File: config.mk
export PLATFORM = sky130hd
export DESIGN_NAME = lic_host_flat
export DESIGN_NICKNAME = d
export VERILOG_FILES = /design/src/hdl/lic_pkg.sv /design/src/hdl/lic_if.sv /design/src/hdl/lic_host.sv /design/src/flat_wrapper.sv
export SDC_FILE = /design/constraint.sdc
export NUM_CORES = 1
export LEC_CHECK = 0
export ABC_CLOCK_PERIOD_IN_PS = 7550
export BUFFER_PORTS_ARGS = -buffer_cell sky130_fd_sc_hd__buf_2
export CORE_MARGIN = 2
export CORE_UTILIZATION = 57
export CTS_CLUSTER_SIZE = 24
export DETAILED_ROUTE_END_ITERATION = 10
export PLACE_DENSITY_LB_ADDON = 0.3
export SYNTH_ARGS = -nofsm -noshare
export SYNTH_HDL_FRONTEND = slang
export SYNTH_SLANG_ARGS = --single-unit
File: constraint.sdc
create_clock -name CLK_I -period 7.55 [get_ports CLK_I]
set_input_delay 0.755 -clock CLK_I [delete_from_list [all_inputs] [get_ports CLK_I]]
set_output_delay 0.755 -clock CLK_I [all_outputs]
set_load 0.01 [all_outputs]
File: src/hdl/lic_pkg.sv
// Shared constants and types for the LPDDR2 inter-bank command checker
package lic_pkg;

	// Structure
	localparam int NBANK = 8;
	localparam int BA_W = 3;
	localparam int DQ_W = 8;
	localparam int TMR_W = 8;

	typedef enum logic [3:0] {
		CMD_NOP, CMD_ACT, CMD_RD, CMD_WR, CMD_PRE, CMD_PREA,
		CMD_REF, CMD_MRW, CMD_MRR, CMD_BST, CMD_RST
	} lic_cmd_t;

	typedef enum logic [2:0] {
		B_IDLE, B_ACTG, B_ACT, B_RD, B_WR, B_RDA, B_WRA, B_PRE
	} lic_bank_t;

	typedef enum logic [2:0] {
		D_PWRON, D_RSTG, D_RMRR, D_NORM, D_MRR, D_MRW, D_REF
	} lic_dev_t;

	// Clocking: the link clock is the system clock divided by two
	localparam int CLK_PERIOD_NS = 50;
	localparam int LINK_DIV = 2;
	localparam int LINK_NS = CLK_PERIOD_NS * LINK_DIV;

	// Times in their own units
	localparam int T_RCD_NS = 18;
	localparam int T_RP_NS = 18;
	localparam int T_RRD_NS = 10;
	localparam int T_RFC_NS = 130;
	localparam int T_INIT_NS = 2000;
	localparam int T_MRR_CK = 2;
	localparam int T_MRW_CK = 5;
	localparam int BURST_LEN = 4;
	localparam int CKE_WAIT_CK = 2;

	// Least times rounded up to whole link cycles
	localparam logic [TMR_W-1:0] RCD_CYC =
		TMR_W'((T_RCD_NS + LINK_NS - 1) / LINK_NS);
	localparam logic [TMR_W-1:0] RP_CYC =
		TMR_W'((T_RP_NS + LINK_NS - 1) / LINK_NS);
	localparam logic [TMR_W-1:0] RRD_CYC =
		TMR_W'((T_RRD_NS + LINK_NS - 1) / LINK_NS);
	localparam logic [TMR_W-1:0] RFC_CYC =
		TMR_W'((T_RFC_NS + LINK_NS - 1) / LINK_NS);
	localparam logic [TMR_W-1:0] INIT_CYC =
		TMR_W'((T_INIT_NS + LINK_NS - 1) / LINK_NS);
	localparam logic [TMR_W-1:0] MRR_CYC = TMR_W'(T_MRR_CK);
	localparam logic [TMR_W-1:0] MRW_CYC = TMR_W'(T_MRW_CK);
	localparam logic [TMR_W-1:0] BL_CYC = TMR_W'(BURST_LEN);
	localparam logic [TMR_W-1:0] CKE_CYC = TMR_W'(CKE_WAIT_CK);

	// Reset values
	localparam logic [TMR_W-1:0] TMR_ZERO = 8'h00;
	localparam logic [DQ_W-1:0] DQ_ZERO = 8'h00;

endpackage : lic_pkg

File: src/hdl/lic_if.sv
// Command and write-data link between controller and memory device
interface lic_if;
	logic ck;
	logic cke;
	lic_pkg::lic_cmd_t cmd;
	logic [lic_pkg::BA_W-1:0] ba;
	logic ap;
	logic [lic_pkg::DQ_W-1:0] dq;
	logic dm;

	modport host (output ck, output cke, output cmd, output ba,
		output ap, output dq, output dm);
	modport dev (input ck, input cke, input cmd, input ba,
		input ap, input dq, input dm);
endinterface : lic_if

File: src/hdl/lic_host.sv
// Controller end: issues commands only when the bank record allows them
module lic_host (
	// System
	input wire logic CLK_I,
	input wire logic RESET_I,
	// Command requests
	input wire logic REQ_VALID_I,
	input wire lic_pkg::lic_cmd_t REQ_CMD_I,
	input wire logic [lic_pkg::BA_W-1:0] REQ_BANK_I,
	input wire logic REQ_AP_I,
	input wire logic [lic_pkg::DQ_W-1:0] REQ_DATA_I,
	input wire logic REQ_MASK_I,
	// Answers
	output logic REQ_DONE_O,
	output logic REQ_REFUSED_O,
	output logic QUIET_O,
	// Link
	lic_if.host LNK
);
	import lic_pkg::*;

	logic ck_r;
	logic slot;
	logic cke_r;
	logic [TMR_W-1:0] cke_cnt_r;
	lic_dev_t dev_r;
	logic [TMR_W-1:0] dev_tmr_r;
	lic_bank_t bst_r [NBANK];
	logic [TMR_W-1:0] btm_r [NBANK];
	logic [TMR_W-1:0] rrd_r;
	logic burst_live_r;
	logic burst_rd_r;
	logic [BA_W-1:0] burst_ba_r;
	logic [TMR_W-1:0] burst_cnt_r;
	logic [DQ_W-1:0] data_r;
	logic mask_r;
	lic_cmd_t cmd_r;
	logic [BA_W-1:0] ba_r;
	logic ap_r;
	logic [DQ_W-1:0] dq_r;
	logic dm_r;
	logic legal;
	logic quiet;
	logic issue;
	logic norm;
	logic all_idle;
	logic all_pre;
	logic all_mrr;
	logic all_stable;
	logic col_new;
	lic_bank_t tb;

	// Link clock divider; commands change as the clock falls
	always_ff @(posedge CLK_I) begin
		if (RESET_I) begin
			ck_r <= 1'b0;
		end else begin
			ck_r <= ~ck_r;
		end
	end
	assign slot = ck_r;

	// Clock enable rises after reset, then a few NOP cycles follow
	always_ff @(posedge CLK_I) begin
		if (RESET_I) begin
			cke_r <= 1'b0;
			cke_cnt_r <= CKE_CYC;
		end else if (slot) begin
			cke_r <= 1'b1;
			if (cke_r && cke_cnt_r != TMR_ZERO) begin
				cke_cnt_r <= cke_cnt_r - 8'h01;
			end
		end
	end

	// Summaries of the bank record
	always_comb begin
		all_idle = 1'b1;
		all_pre = 1'b1;
		all_mrr = 1'b1;
		all_stable = 1'b1;
		for (int i = 0; i < NBANK; i++) begin
			if (bst_r[i] != B_IDLE) begin
				all_idle = 1'b0;
			end
			if (!(bst_r[i] inside {B_IDLE, B_ACT, B_RD, B_WR, B_PRE})) begin
				all_pre = 1'b0;
			end
			if (!(bst_r[i] inside {B_IDLE, B_ACTG, B_ACT, B_PRE})) begin
				all_mrr = 1'b0;
			end
			if (!(bst_r[i] inside {B_IDLE, B_ACT}) || btm_r[i] != TMR_ZERO) begin
				all_stable = 1'b0;
			end
		end
	end

	// Legality of the pending request against the record
	always_comb begin
		tb = bst_r[REQ_BANK_I];
		norm = (dev_r == D_NORM);
		legal = 1'b0;
		if (cke_r && cke_cnt_r == TMR_ZERO) begin
			unique case (REQ_CMD_I)
				CMD_NOP: legal = 1'b1;
				CMD_ACT: legal = norm && tb == B_IDLE && rrd_r == TMR_ZERO;
				CMD_RD: legal = norm && (tb inside {B_ACT, B_RD, B_WR})
					&& !(burst_live_r && !burst_rd_r);
				CMD_WR: legal = norm && (tb inside {B_ACT, B_RD, B_WR})
					&& !(burst_live_r && burst_rd_r);
				CMD_PRE: legal = norm && (tb inside {B_IDLE, B_ACT, B_RD, B_WR});
				CMD_PREA: legal = norm && all_pre;
				CMD_REF: legal = norm && all_idle && !burst_live_r;
				CMD_MRW: legal = norm && all_idle && !burst_live_r;
				CMD_MRR: legal = (norm && all_mrr && !burst_live_r)
					|| dev_r == D_RSTG;
				CMD_BST: legal = norm && burst_live_r;
				CMD_RST: legal = dev_r == D_PWRON
					|| (norm && all_idle && !burst_live_r);
				default: legal = 1'b0;
			endcase
		end
	end

	// Nothing in flight: an illegal request can never become legal
	assign quiet = all_stable && !burst_live_r && rrd_r == TMR_ZERO
		&& dev_tmr_r == TMR_ZERO && cke_cnt_r == TMR_ZERO
		&& dev_r inside {D_PWRON, D_NORM};
	assign issue = slot && REQ_VALID_I && !REQ_DONE_O && legal;
	assign col_new = issue && REQ_CMD_I inside {CMD_RD, CMD_WR};

	// Request answer; timing waits stall, lasting faults are refused
	always_ff @(posedge CLK_I) begin
		if (RESET_I) begin
			REQ_DONE_O <= 1'b0;
			REQ_REFUSED_O <= 1'b0;
		end else begin
			REQ_DONE_O <= slot && REQ_VALID_I && !REQ_DONE_O
				&& (legal || quiet);
			REQ_REFUSED_O <= slot && REQ_VALID_I && !REQ_DONE_O
				&& !legal && quiet;
		end
	end

	always_ff @(posedge CLK_I) begin
		if (RESET_I) begin
			QUIET_O <= 1'b0;
		end else begin
			QUIET_O <= quiet;
		end
	end

	// Command pins; only legal commands leave, NOP otherwise
	always_ff @(posedge CLK_I) begin
		if (RESET_I) begin
			cmd_r <= CMD_NOP;
			ba_r <= '0;
			ap_r <= 1'b0;
		end else if (slot) begin
			cmd_r <= issue ? REQ_CMD_I : CMD_NOP;
			ba_r <= REQ_BANK_I;
			ap_r <= REQ_AP_I;
		end
	end

	// Device-wide state mirror
	always_ff @(posedge CLK_I) begin
		if (RESET_I) begin
			dev_r <= D_PWRON;
			dev_tmr_r <= TMR_ZERO;
		end else if (slot) begin
			if (issue && REQ_CMD_I == CMD_RST) begin
				dev_r <= D_RSTG;
				dev_tmr_r <= INIT_CYC;
			end else if (issue && REQ_CMD_I == CMD_MRR) begin
				dev_r <= norm ? D_MRR : D_RMRR;
				dev_tmr_r <= MRR_CYC;
			end else if (issue && REQ_CMD_I == CMD_MRW) begin
				dev_r <= D_MRW;
				dev_tmr_r <= MRW_CYC;
			end else if (issue && REQ_CMD_I == CMD_REF) begin
				dev_r <= D_REF;
				dev_tmr_r <= RFC_CYC;
			end else if (dev_tmr_r != TMR_ZERO) begin
				dev_tmr_r <= dev_tmr_r - 8'h01;
			end else if (dev_r == D_RMRR) begin
				dev_r <= D_RSTG;
				dev_tmr_r <= INIT_CYC;
			end else if (dev_r != D_PWRON) begin
				dev_r <= D_NORM;
			end
		end
	end

	// Activate spacing timer
	always_ff @(posedge CLK_I) begin
		if (RESET_I) begin
			rrd_r <= TMR_ZERO;
		end else if (slot) begin
			if (issue && REQ_CMD_I == CMD_ACT) begin
				rrd_r <= RRD_CYC;
			end else if (rrd_r != TMR_ZERO) begin
				rrd_r <= rrd_r - 8'h01;
			end
		end
	end

	// Most recent burst; a new burst or terminate ends the old one
	always_ff @(posedge CLK_I) begin
		if (RESET_I) begin
			burst_live_r <= 1'b0;
			burst_rd_r <= 1'b0;
			burst_ba_r <= '0;
			burst_cnt_r <= TMR_ZERO;
			data_r <= DQ_ZERO;
			mask_r <= 1'b1;
		end else if (slot) begin
			if (col_new) begin
				burst_live_r <= 1'b1;
				burst_rd_r <= (REQ_CMD_I == CMD_RD);
				burst_ba_r <= REQ_BANK_I;
				burst_cnt_r <= BL_CYC;
				data_r <= REQ_DATA_I;
				mask_r <= REQ_MASK_I;
			end else if (issue && REQ_CMD_I == CMD_BST) begin
				burst_live_r <= 1'b0;
				burst_cnt_r <= TMR_ZERO;
			end else if (burst_cnt_r != TMR_ZERO) begin
				burst_cnt_r <= burst_cnt_r - 8'h01;
				burst_live_r <= (burst_cnt_r != 8'h01);
			end
		end
	end

	// Write beats follow the write command, one per link cycle
	always_ff @(posedge CLK_I) begin
		if (RESET_I) begin
			dq_r <= DQ_ZERO;
			dm_r <= 1'b1;
		end else if (slot) begin
			dq_r <= data_r;
			dm_r <= !(burst_live_r && !burst_rd_r) || mask_r;
		end
	end

	// Per-bank record with countdown timers
	for (genvar b = 0; b < NBANK; b++) begin : g_bank
		logic hit;
		logic bend;
		assign hit = issue && (REQ_CMD_I == CMD_PREA
			|| (REQ_BANK_I == BA_W'(b) && REQ_CMD_I inside
			{CMD_ACT, CMD_RD, CMD_WR, CMD_PRE}));
		// A bank precharged mid-burst must not fall back to active
		assign bend = burst_live_r && burst_ba_r == BA_W'(b)
			&& bst_r[b] inside {B_RD, B_WR, B_RDA, B_WRA}
			&& (burst_cnt_r == 8'h01 || col_new
			|| (issue && REQ_CMD_I == CMD_BST));
		always_ff @(posedge CLK_I) begin
			if (RESET_I) begin
				bst_r[b] <= B_IDLE;
				btm_r[b] <= TMR_ZERO;
			end else if (slot) begin
				if (hit) begin
					unique case (REQ_CMD_I)
						CMD_ACT: begin
							bst_r[b] <= B_ACTG;
							btm_r[b] <= RCD_CYC;
						end
						CMD_RD: bst_r[b] <= REQ_AP_I ? B_RDA : B_RD;
						CMD_WR: bst_r[b] <= REQ_AP_I ? B_WRA : B_WR;
						default: begin
							bst_r[b] <= B_PRE;
							btm_r[b] <= RP_CYC;
						end
					endcase
				end else if (bend) begin
					bst_r[b] <= (bst_r[b] inside {B_RDA, B_WRA}) ? B_PRE : B_ACT;
					btm_r[b] <= (bst_r[b] inside {B_RDA, B_WRA}) ? RP_CYC : TMR_ZERO;
				end else if (btm_r[b] != TMR_ZERO) begin
					btm_r[b] <= btm_r[b] - 8'h01;
				end else if (bst_r[b] == B_ACTG) begin
					bst_r[b] <= B_ACT;
				end else if (bst_r[b] == B_PRE) begin
					bst_r[b] <= B_IDLE;
				end
			end
		end
	end

	// Link pins
	assign LNK.ck = ck_r;
	assign LNK.cke = cke_r;
	assign LNK.cmd = cmd_r;
	assign LNK.ba = ba_r;
	assign LNK.ap = ap_r;
	assign LNK.dq = dq_r;
	assign LNK.dm = dm_r;

endmodule : lic_host

File: src/flat_wrapper.sv
// flat-port wrapper written by rule: the top's interface ports become plain ports
module lic_host_flat import lic_pkg::*;
  (CLK_I, RESET_I, REQ_VALID_I, REQ_CMD_I, REQ_BANK_I, REQ_AP_I, REQ_DATA_I, REQ_MASK_I, REQ_DONE_O, REQ_REFUSED_O, QUIET_O, LNK_ck, LNK_cke, LNK_cmd, LNK_ba, LNK_ap, LNK_dq, LNK_dm);
  lic_if LNK_i ();
  input wire logic CLK_I;
  input wire logic RESET_I;
  input wire logic REQ_VALID_I;
  input wire lic_pkg::lic_cmd_t REQ_CMD_I;
  input wire logic [lic_pkg::BA_W-1:0] REQ_BANK_I;
  input wire logic REQ_AP_I;
  input wire logic [lic_pkg::DQ_W-1:0] REQ_DATA_I;
  input wire logic REQ_MASK_I;
  output logic REQ_DONE_O;
  output logic REQ_REFUSED_O;
  output logic QUIET_O;
  output wire logic [$bits(LNK_i.ck)-1:0] LNK_ck;
  output wire logic [$bits(LNK_i.cke)-1:0] LNK_cke;
  output wire logic [$bits(LNK_i.cmd)-1:0] LNK_cmd;
  output wire logic [$bits(LNK_i.ba)-1:0] LNK_ba;
  output wire logic [$bits(LNK_i.ap)-1:0] LNK_ap;
  output wire logic [$bits(LNK_i.dq)-1:0] LNK_dq;
  output wire logic [$bits(LNK_i.dm)-1:0] LNK_dm;
  assign LNK_ck = LNK_i.ck;
  assign LNK_cke = LNK_i.cke;
  assign LNK_cmd = LNK_i.cmd;
  assign LNK_ba = LNK_i.ba;
  assign LNK_ap = LNK_i.ap;
  assign LNK_dq = LNK_i.dq;
  assign LNK_dm = LNK_i.dm;
  lic_host u_core (.CLK_I(CLK_I), .RESET_I(RESET_I), .REQ_VALID_I(REQ_VALID_I), .REQ_CMD_I(REQ_CMD_I), .REQ_BANK_I(REQ_BANK_I), .REQ_AP_I(REQ_AP_I), .REQ_DATA_I(REQ_DATA_I), .REQ_MASK_I(REQ_MASK_I), .REQ_DONE_O(REQ_DONE_O), .REQ_REFUSED_O(REQ_REFUSED_O), .QUIET_O(QUIET_O), .LNK(LNK_i));
endmodule
# --- Word-level counts from Yosys, hierarchy flattened ---
# Memory sizes are Yosys's and may differ from the RTL's.
# Index checks and enable logic that the tools add are counted.
word_totals:
  register_bits: 71
  ram_bits: 88
  in_bits: 20
  mem_count: 2
classes:
  n_addsub: 12
  n_eq_ne: 89
  mux: 505
  bitwise: 89
  reduce_logical: 204
memory_table:
  columns: ["memory", "words", "width", "read_ports", "rd_clocked_by_memory_dff", "write_ports", "line_no", "rtl"]
  rows:
  - ["u_core.btm_r", 8, 8, 8, 0, 8, "lic_host.sv:29", "logic [TMR_W-1:0] btm_r [NBANK];"]
  - ["u_core.bst_r", 8, 3, 9, 0, 8, "lic_host.sv:28", "lic_bank_t bst_r [NBANK];"]
ops:
  columns: ["op", "count"]
  rows:
  - ["1-bit two-way mux", 386]
  - ["8-bit two-way mux", 43]
  - ["3-bit two-way mux", 73]
  - ["3-bit == test, second input constant", 41]
  - ["8-bit nonzero test", 12]
  - ["8-bit by 1-bit subtractor with 8-bit output, second input constant", 12]
  - ["1-bit OR", 88]
  - ["1-bit logical AND", 74]
  - ["3-bit by 2-bit == test with 1-bit output, second input constant", 24]
  - ["4-bit nonzero test", 18]
  - ["5-bit nonzero test", 8]
  - ["2-bit nonzero test", 19]
  - ["3-bit logical NOT", 12]
  - ["3-bit by 1-bit == test with 1-bit output, second input constant", 11]
  - ["3-bit nonzero test", 11]
  - ["8-bit logical NOT", 3]
  - ["1-bit logical OR", 22]
  - ["4-bit by 3-bit == test with 1-bit output, second input constant", 4]
  - ["1-bit logical NOT", 14]
  - ["4-bit == test, second input constant", 3]
  - ["6-bit nonzero test", 2]
  - ["1-bit one-hot mux with 10 select lines", 1]
  - ["2-bit AND reduction", 5]
  - ["4-bit by 2-bit == test with 1-bit output, second input constant", 2]
  - ["other kinds (11)", 11]

# --- Depth between registers and ports, before layout ---
# An unclocked memory read counts as a cell.
logic_depth:
  word_depth: 29
  ltp_mapped: 11

# --- Worst setup path after synthesis ---
# No wires, ideal clock.
synth_path:
  path_kind: "input -> register"
  start: "input REQ_BANK_I[1] in the netlist's numbering"
  end: "memory u_core.btm_r[4][0], in the netlist u_core.btm_r[1][0] (enable)"
  t_arrival_ps: 3418
  path_slack_ps: 3756
  cell_stages: 11
  cell_sequence: "buf_6 -> buf_6 -> mux4_2 -> mux2i_1 -> nand2_1 -> or4_4 -> nand3_4 -> o211a_4 -> buf_4 -> o2111ai_1 -> o211ai_1"
synth_rtl:
  columns: ["item", "line_no", "rtl"]
  rows:
  - ["from (decl)", "flat_wrapper.sv:9", "input wire logic [lic_pkg::BA_W-1:0] REQ_BANK_I;"]
  - ["to (decl)", "lic_host.sv:29", null]

==> metrics <==
core area roughly 16000 um2; Least-Margin Pin Slew between 1 and 1.5 ns; slowest cell delay on critical path 0.78 ns; detailed-placement wirelength estimate around 17000 um; vias in the first global route 7558; post-DR wirelength/cell around 19 um; async set-reset flop share out of synthesis 0%; initial antenna violation count 0; Max-Cap Viols 0; synthesized area per cell slightly above 9 um2; crit-path leading delay family compound AO/OA/AOI/OAI gates; Antenna diodes 0; crit path capture u_core.btm_r[1][13]; via density per instance around 6.2; Final ANT Viol Nets 0; critical path class in -> reg; final clock skew ~0.011 ns; startpoint types input pin; Slew Limit Fails 0; CP Launch Point REQ_BANK_I[1]; sequential area share after synthesis 42.9%; Pwr Density approximately 250 nW/um2; Max Buffers Root-to-Sink 2; register bit count reported by yosys between 150 and 200; height of the die approximately 130 um; Cell Area, Synth 9470 um2; commonest non-fill, non-tap cell in the layout nor2_1; Worst Path Buf+Inv 1; Final setup viols 0; RePlAce Congestion about 1.0; Via Count approximately 7900; worst path arrival time ~4.5 ns; Setup crit end kind register; post-CTS sizing 0; Starting Density 57.7%; Synth Net Count 1059; H-tree level count 4; VDD IR-drop max ~150 uV; CTS Buf Count 17; CTS tree yes; Routed WL 24100 um; first-pass GRT wire length 38500 um; DRT Pass-1 Iters 6; Skew-Pair Late Insertion Delay around 0.44 ns; synthesized instance count approximately 1000; DRC Markers 0; IO Count 42; Reg clk slew, reported paths about 0.06 ns; initial drt markers between 800 and 900; number of synthesized flops with an enable pin between 80 and 90; Worst Path Max Fanout 31; final net count roughly 1100; hold crit path type reg -> reg; slowest cell on the critical path o22ai_2; fin crit period about 4.4 ns; port buffer count 41; reg2reg end u_core.btm_r[1][13]; die area 17700 um2; Min Hold Slack about 0.48 ns; fillers between 1000 and 1500; Die Wd around 130 um; clock sink count between 150 and 200; status complete, no violations; CP required approximately 7.6 ns; r2r startpoint u_core.bst_r[0][1]; Setup TNS 0 ns; most frequent cells in the layout nor2_1, edfxtp_1, dfxtp_1, nand2_1, xnor2_1; Pwr Total about 2500 uW; Leak 0.00387 uW; Synth cell types 77; CTS root buf clkbuf_16; Tcrit/Tclk final between 50% and 60%; Peak Freq 227 MHz; gr usage total between 20% and 30%; worst path cell trace buf_2 -> mux4_2 -> mux2i_1 -> nand2_1 -> o211a_1 -> o22ai_2 -> o211a_4 -> o2111ai_1 -> o211ai_1; final hold viol count 0; CP Depth 9; r2r worst-path depth 8; pin count of the biggest net entering global routing 46; Yosys warnings 0; Slew headroom 32.0%; area delta synth->final 9.30%; reg-to-reg slack, setup between 3 and 4 ns; Setup Buffers After CTS 0; # rows 47; predominant post-synthesis flop cell edfxtp_1; grt total ovfl 0; RSZ-0062 raised after global routing false; fraction of layout instances using a drive strength above 1 10.5%; CTS Hold Buffers Added 0
==> cells by family after synthesis <==
family          share of synthesized area (%)
flops                                    42.9
fa+ha+maj                                2.11
compound gates                           17.0
simple gates                             21.1
mux                                      4.94
buf+inv                                  4.42
xor+xnor                                 7.58
==> worst min-delay path, stage by stage, from the launching register on <==
cell and delay, ns:
dfxtp_1 0.32, nand2_1 0.06, a21oi_1 0.05
==> cell type report <==
cell class	instances	area (um2)	area share, %
Tap cell	220	275	2.66
Multi-Input combinational cell	764	4990	48.2
Inverter	47	176	1.70
Sequential cell	159	4070	39.3
Clock inverter	12	95.1	0.918
Timing Repair Buffer	50	273	2.63
Clock buffer	20	479	4.63
==> worst min path at each step <==
stage	start	end	slack, ns	cells past startpoint
after global placement	u_core.mask_r	u_core.mask_r	0.46	2
after CTS	u_core.cke_cnt_r[2]	u_core.cke_cnt_r[2]	0.48	2
after global routing	u_core.cke_cnt_r[2]	u_core.cke_cnt_r[2]	0.52	2
final	u_core.cke_cnt_r[2]	u_core.cke_cnt_r[2]	0.48	2
after floorplan	u_core.mask_r	u_core.mask_r	0.44	2
after detailed placement	u_core.mask_r	u_core.mask_r	0.46	2
==> power breakdown <==
| part | internal, uW | total (uW) | leakage (uW) | switching (uW) |
|---|---|---|---|---|
| sequential | 1000 | 1090 | 0.00150 | 89.7 |
| clock | 466 | 837 | 0.000283 | 370 |
| combinational | 253 | 609 | 0.00209 | 356 |
==> per-layer routing <==
layer,track usage (%),share of wire [%],vias to the layer above
li1,-,-,3785
met1,36.3,42,3672
met2,41.9,44,403
met3,8.81,10,72
met4,11.9,4.2,0
met5,0,0,-
==> cell usage after synthesis, types with 3 or more instances <==
master | count | area share (%)
ha_1 | 16 | 2.1
a21o_1 | 3 | 0.24
o211ai_1 | 23 | 1.8
o21ai_1 | 4 | 0.21
and2_1 | 3 | 0.20
xnor2_1 | 52 | 4.8
dfxtp_1 | 71 | 15
nor2_1 | 159 | 6.3
mux2i_1 | 31 | 3.3
o21ai_4 | 6 | 1.0
nand2_1 | 68 | 2.7
a21boi_1 | 3 | 0.24
o31ai_1 | 14 | 1.1
nand4_1 | 16 | 1.1
a21oi_1 | 35 | 1.8
clkbuf_1 | 37 | 1.5
buf_1 | 3 | 0.12
nor4_1 | 17 | 1.1
a41oi_1 | 7 | 0.65
buf_2 | 8 | 0.42
a2bb2oi_1 | 4 | 0.37
or4_1 | 6 | 0.48
nand2b_1 | 24 | 1.6
xor2_1 | 30 | 2.8
edfxtp_1 | 88 | 28
a31oi_1 | 12 | 0.79
o221ai_1 | 6 | 0.55
inv_1 | 46 | 1.8
nand3b_1 | 10 | 0.79
nor3b_1 | 4 | 0.32
nor3_1 | 39 | 2.1
buf_6 | 4 | 0.48
mux4_2 | 6 | 1.4
o21a_1 | 3 | 0.24
nor2b_1 | 9 | 0.59
nor4b_1 | 5 | 0.46
a211oi_1 | 11 | 0.87
o2111ai_1 | 23 | 2.1
or3_1 | 11 | 0.73
nand3_1 | 25 | 1.3
o21ai_0 | 34 | 1.8
==> sequential cells by signal, summed over array words and instances (netlist names), 4 cells and up <==
signal and cells:
u_core.btm_r 64, u_core.LNK.cmd 4, u_core.bst_r 24, u_core.cke_cnt_r 8, u_core.dev_tmr_r 8, u_core.burst_cnt_r 8
u_core.LNK.dq 8, u_core.rrd_r 8, u_core.data_r 8
==> through the flow <==
stage | cells | setup WS [ns] | cell area, um2 | util [%]
3_5_place_dp | 1240 | 2.77 | 9780 | 59.6
4_1_cts | 1272 | 3.21 | 10400 | 63.1
2_1_floorplan | 1023 | 3.76 | 9470 | -
3_3_place_gp | 1240 | 2.92 | 9780 | 59.6
6_report | 1272 | 3.15 | 10400 | 63.1
5_1_grt | 1272 | 3.00 | 10400 | 63.1
No activity file was read; power rests on OpenSTA's default activity.
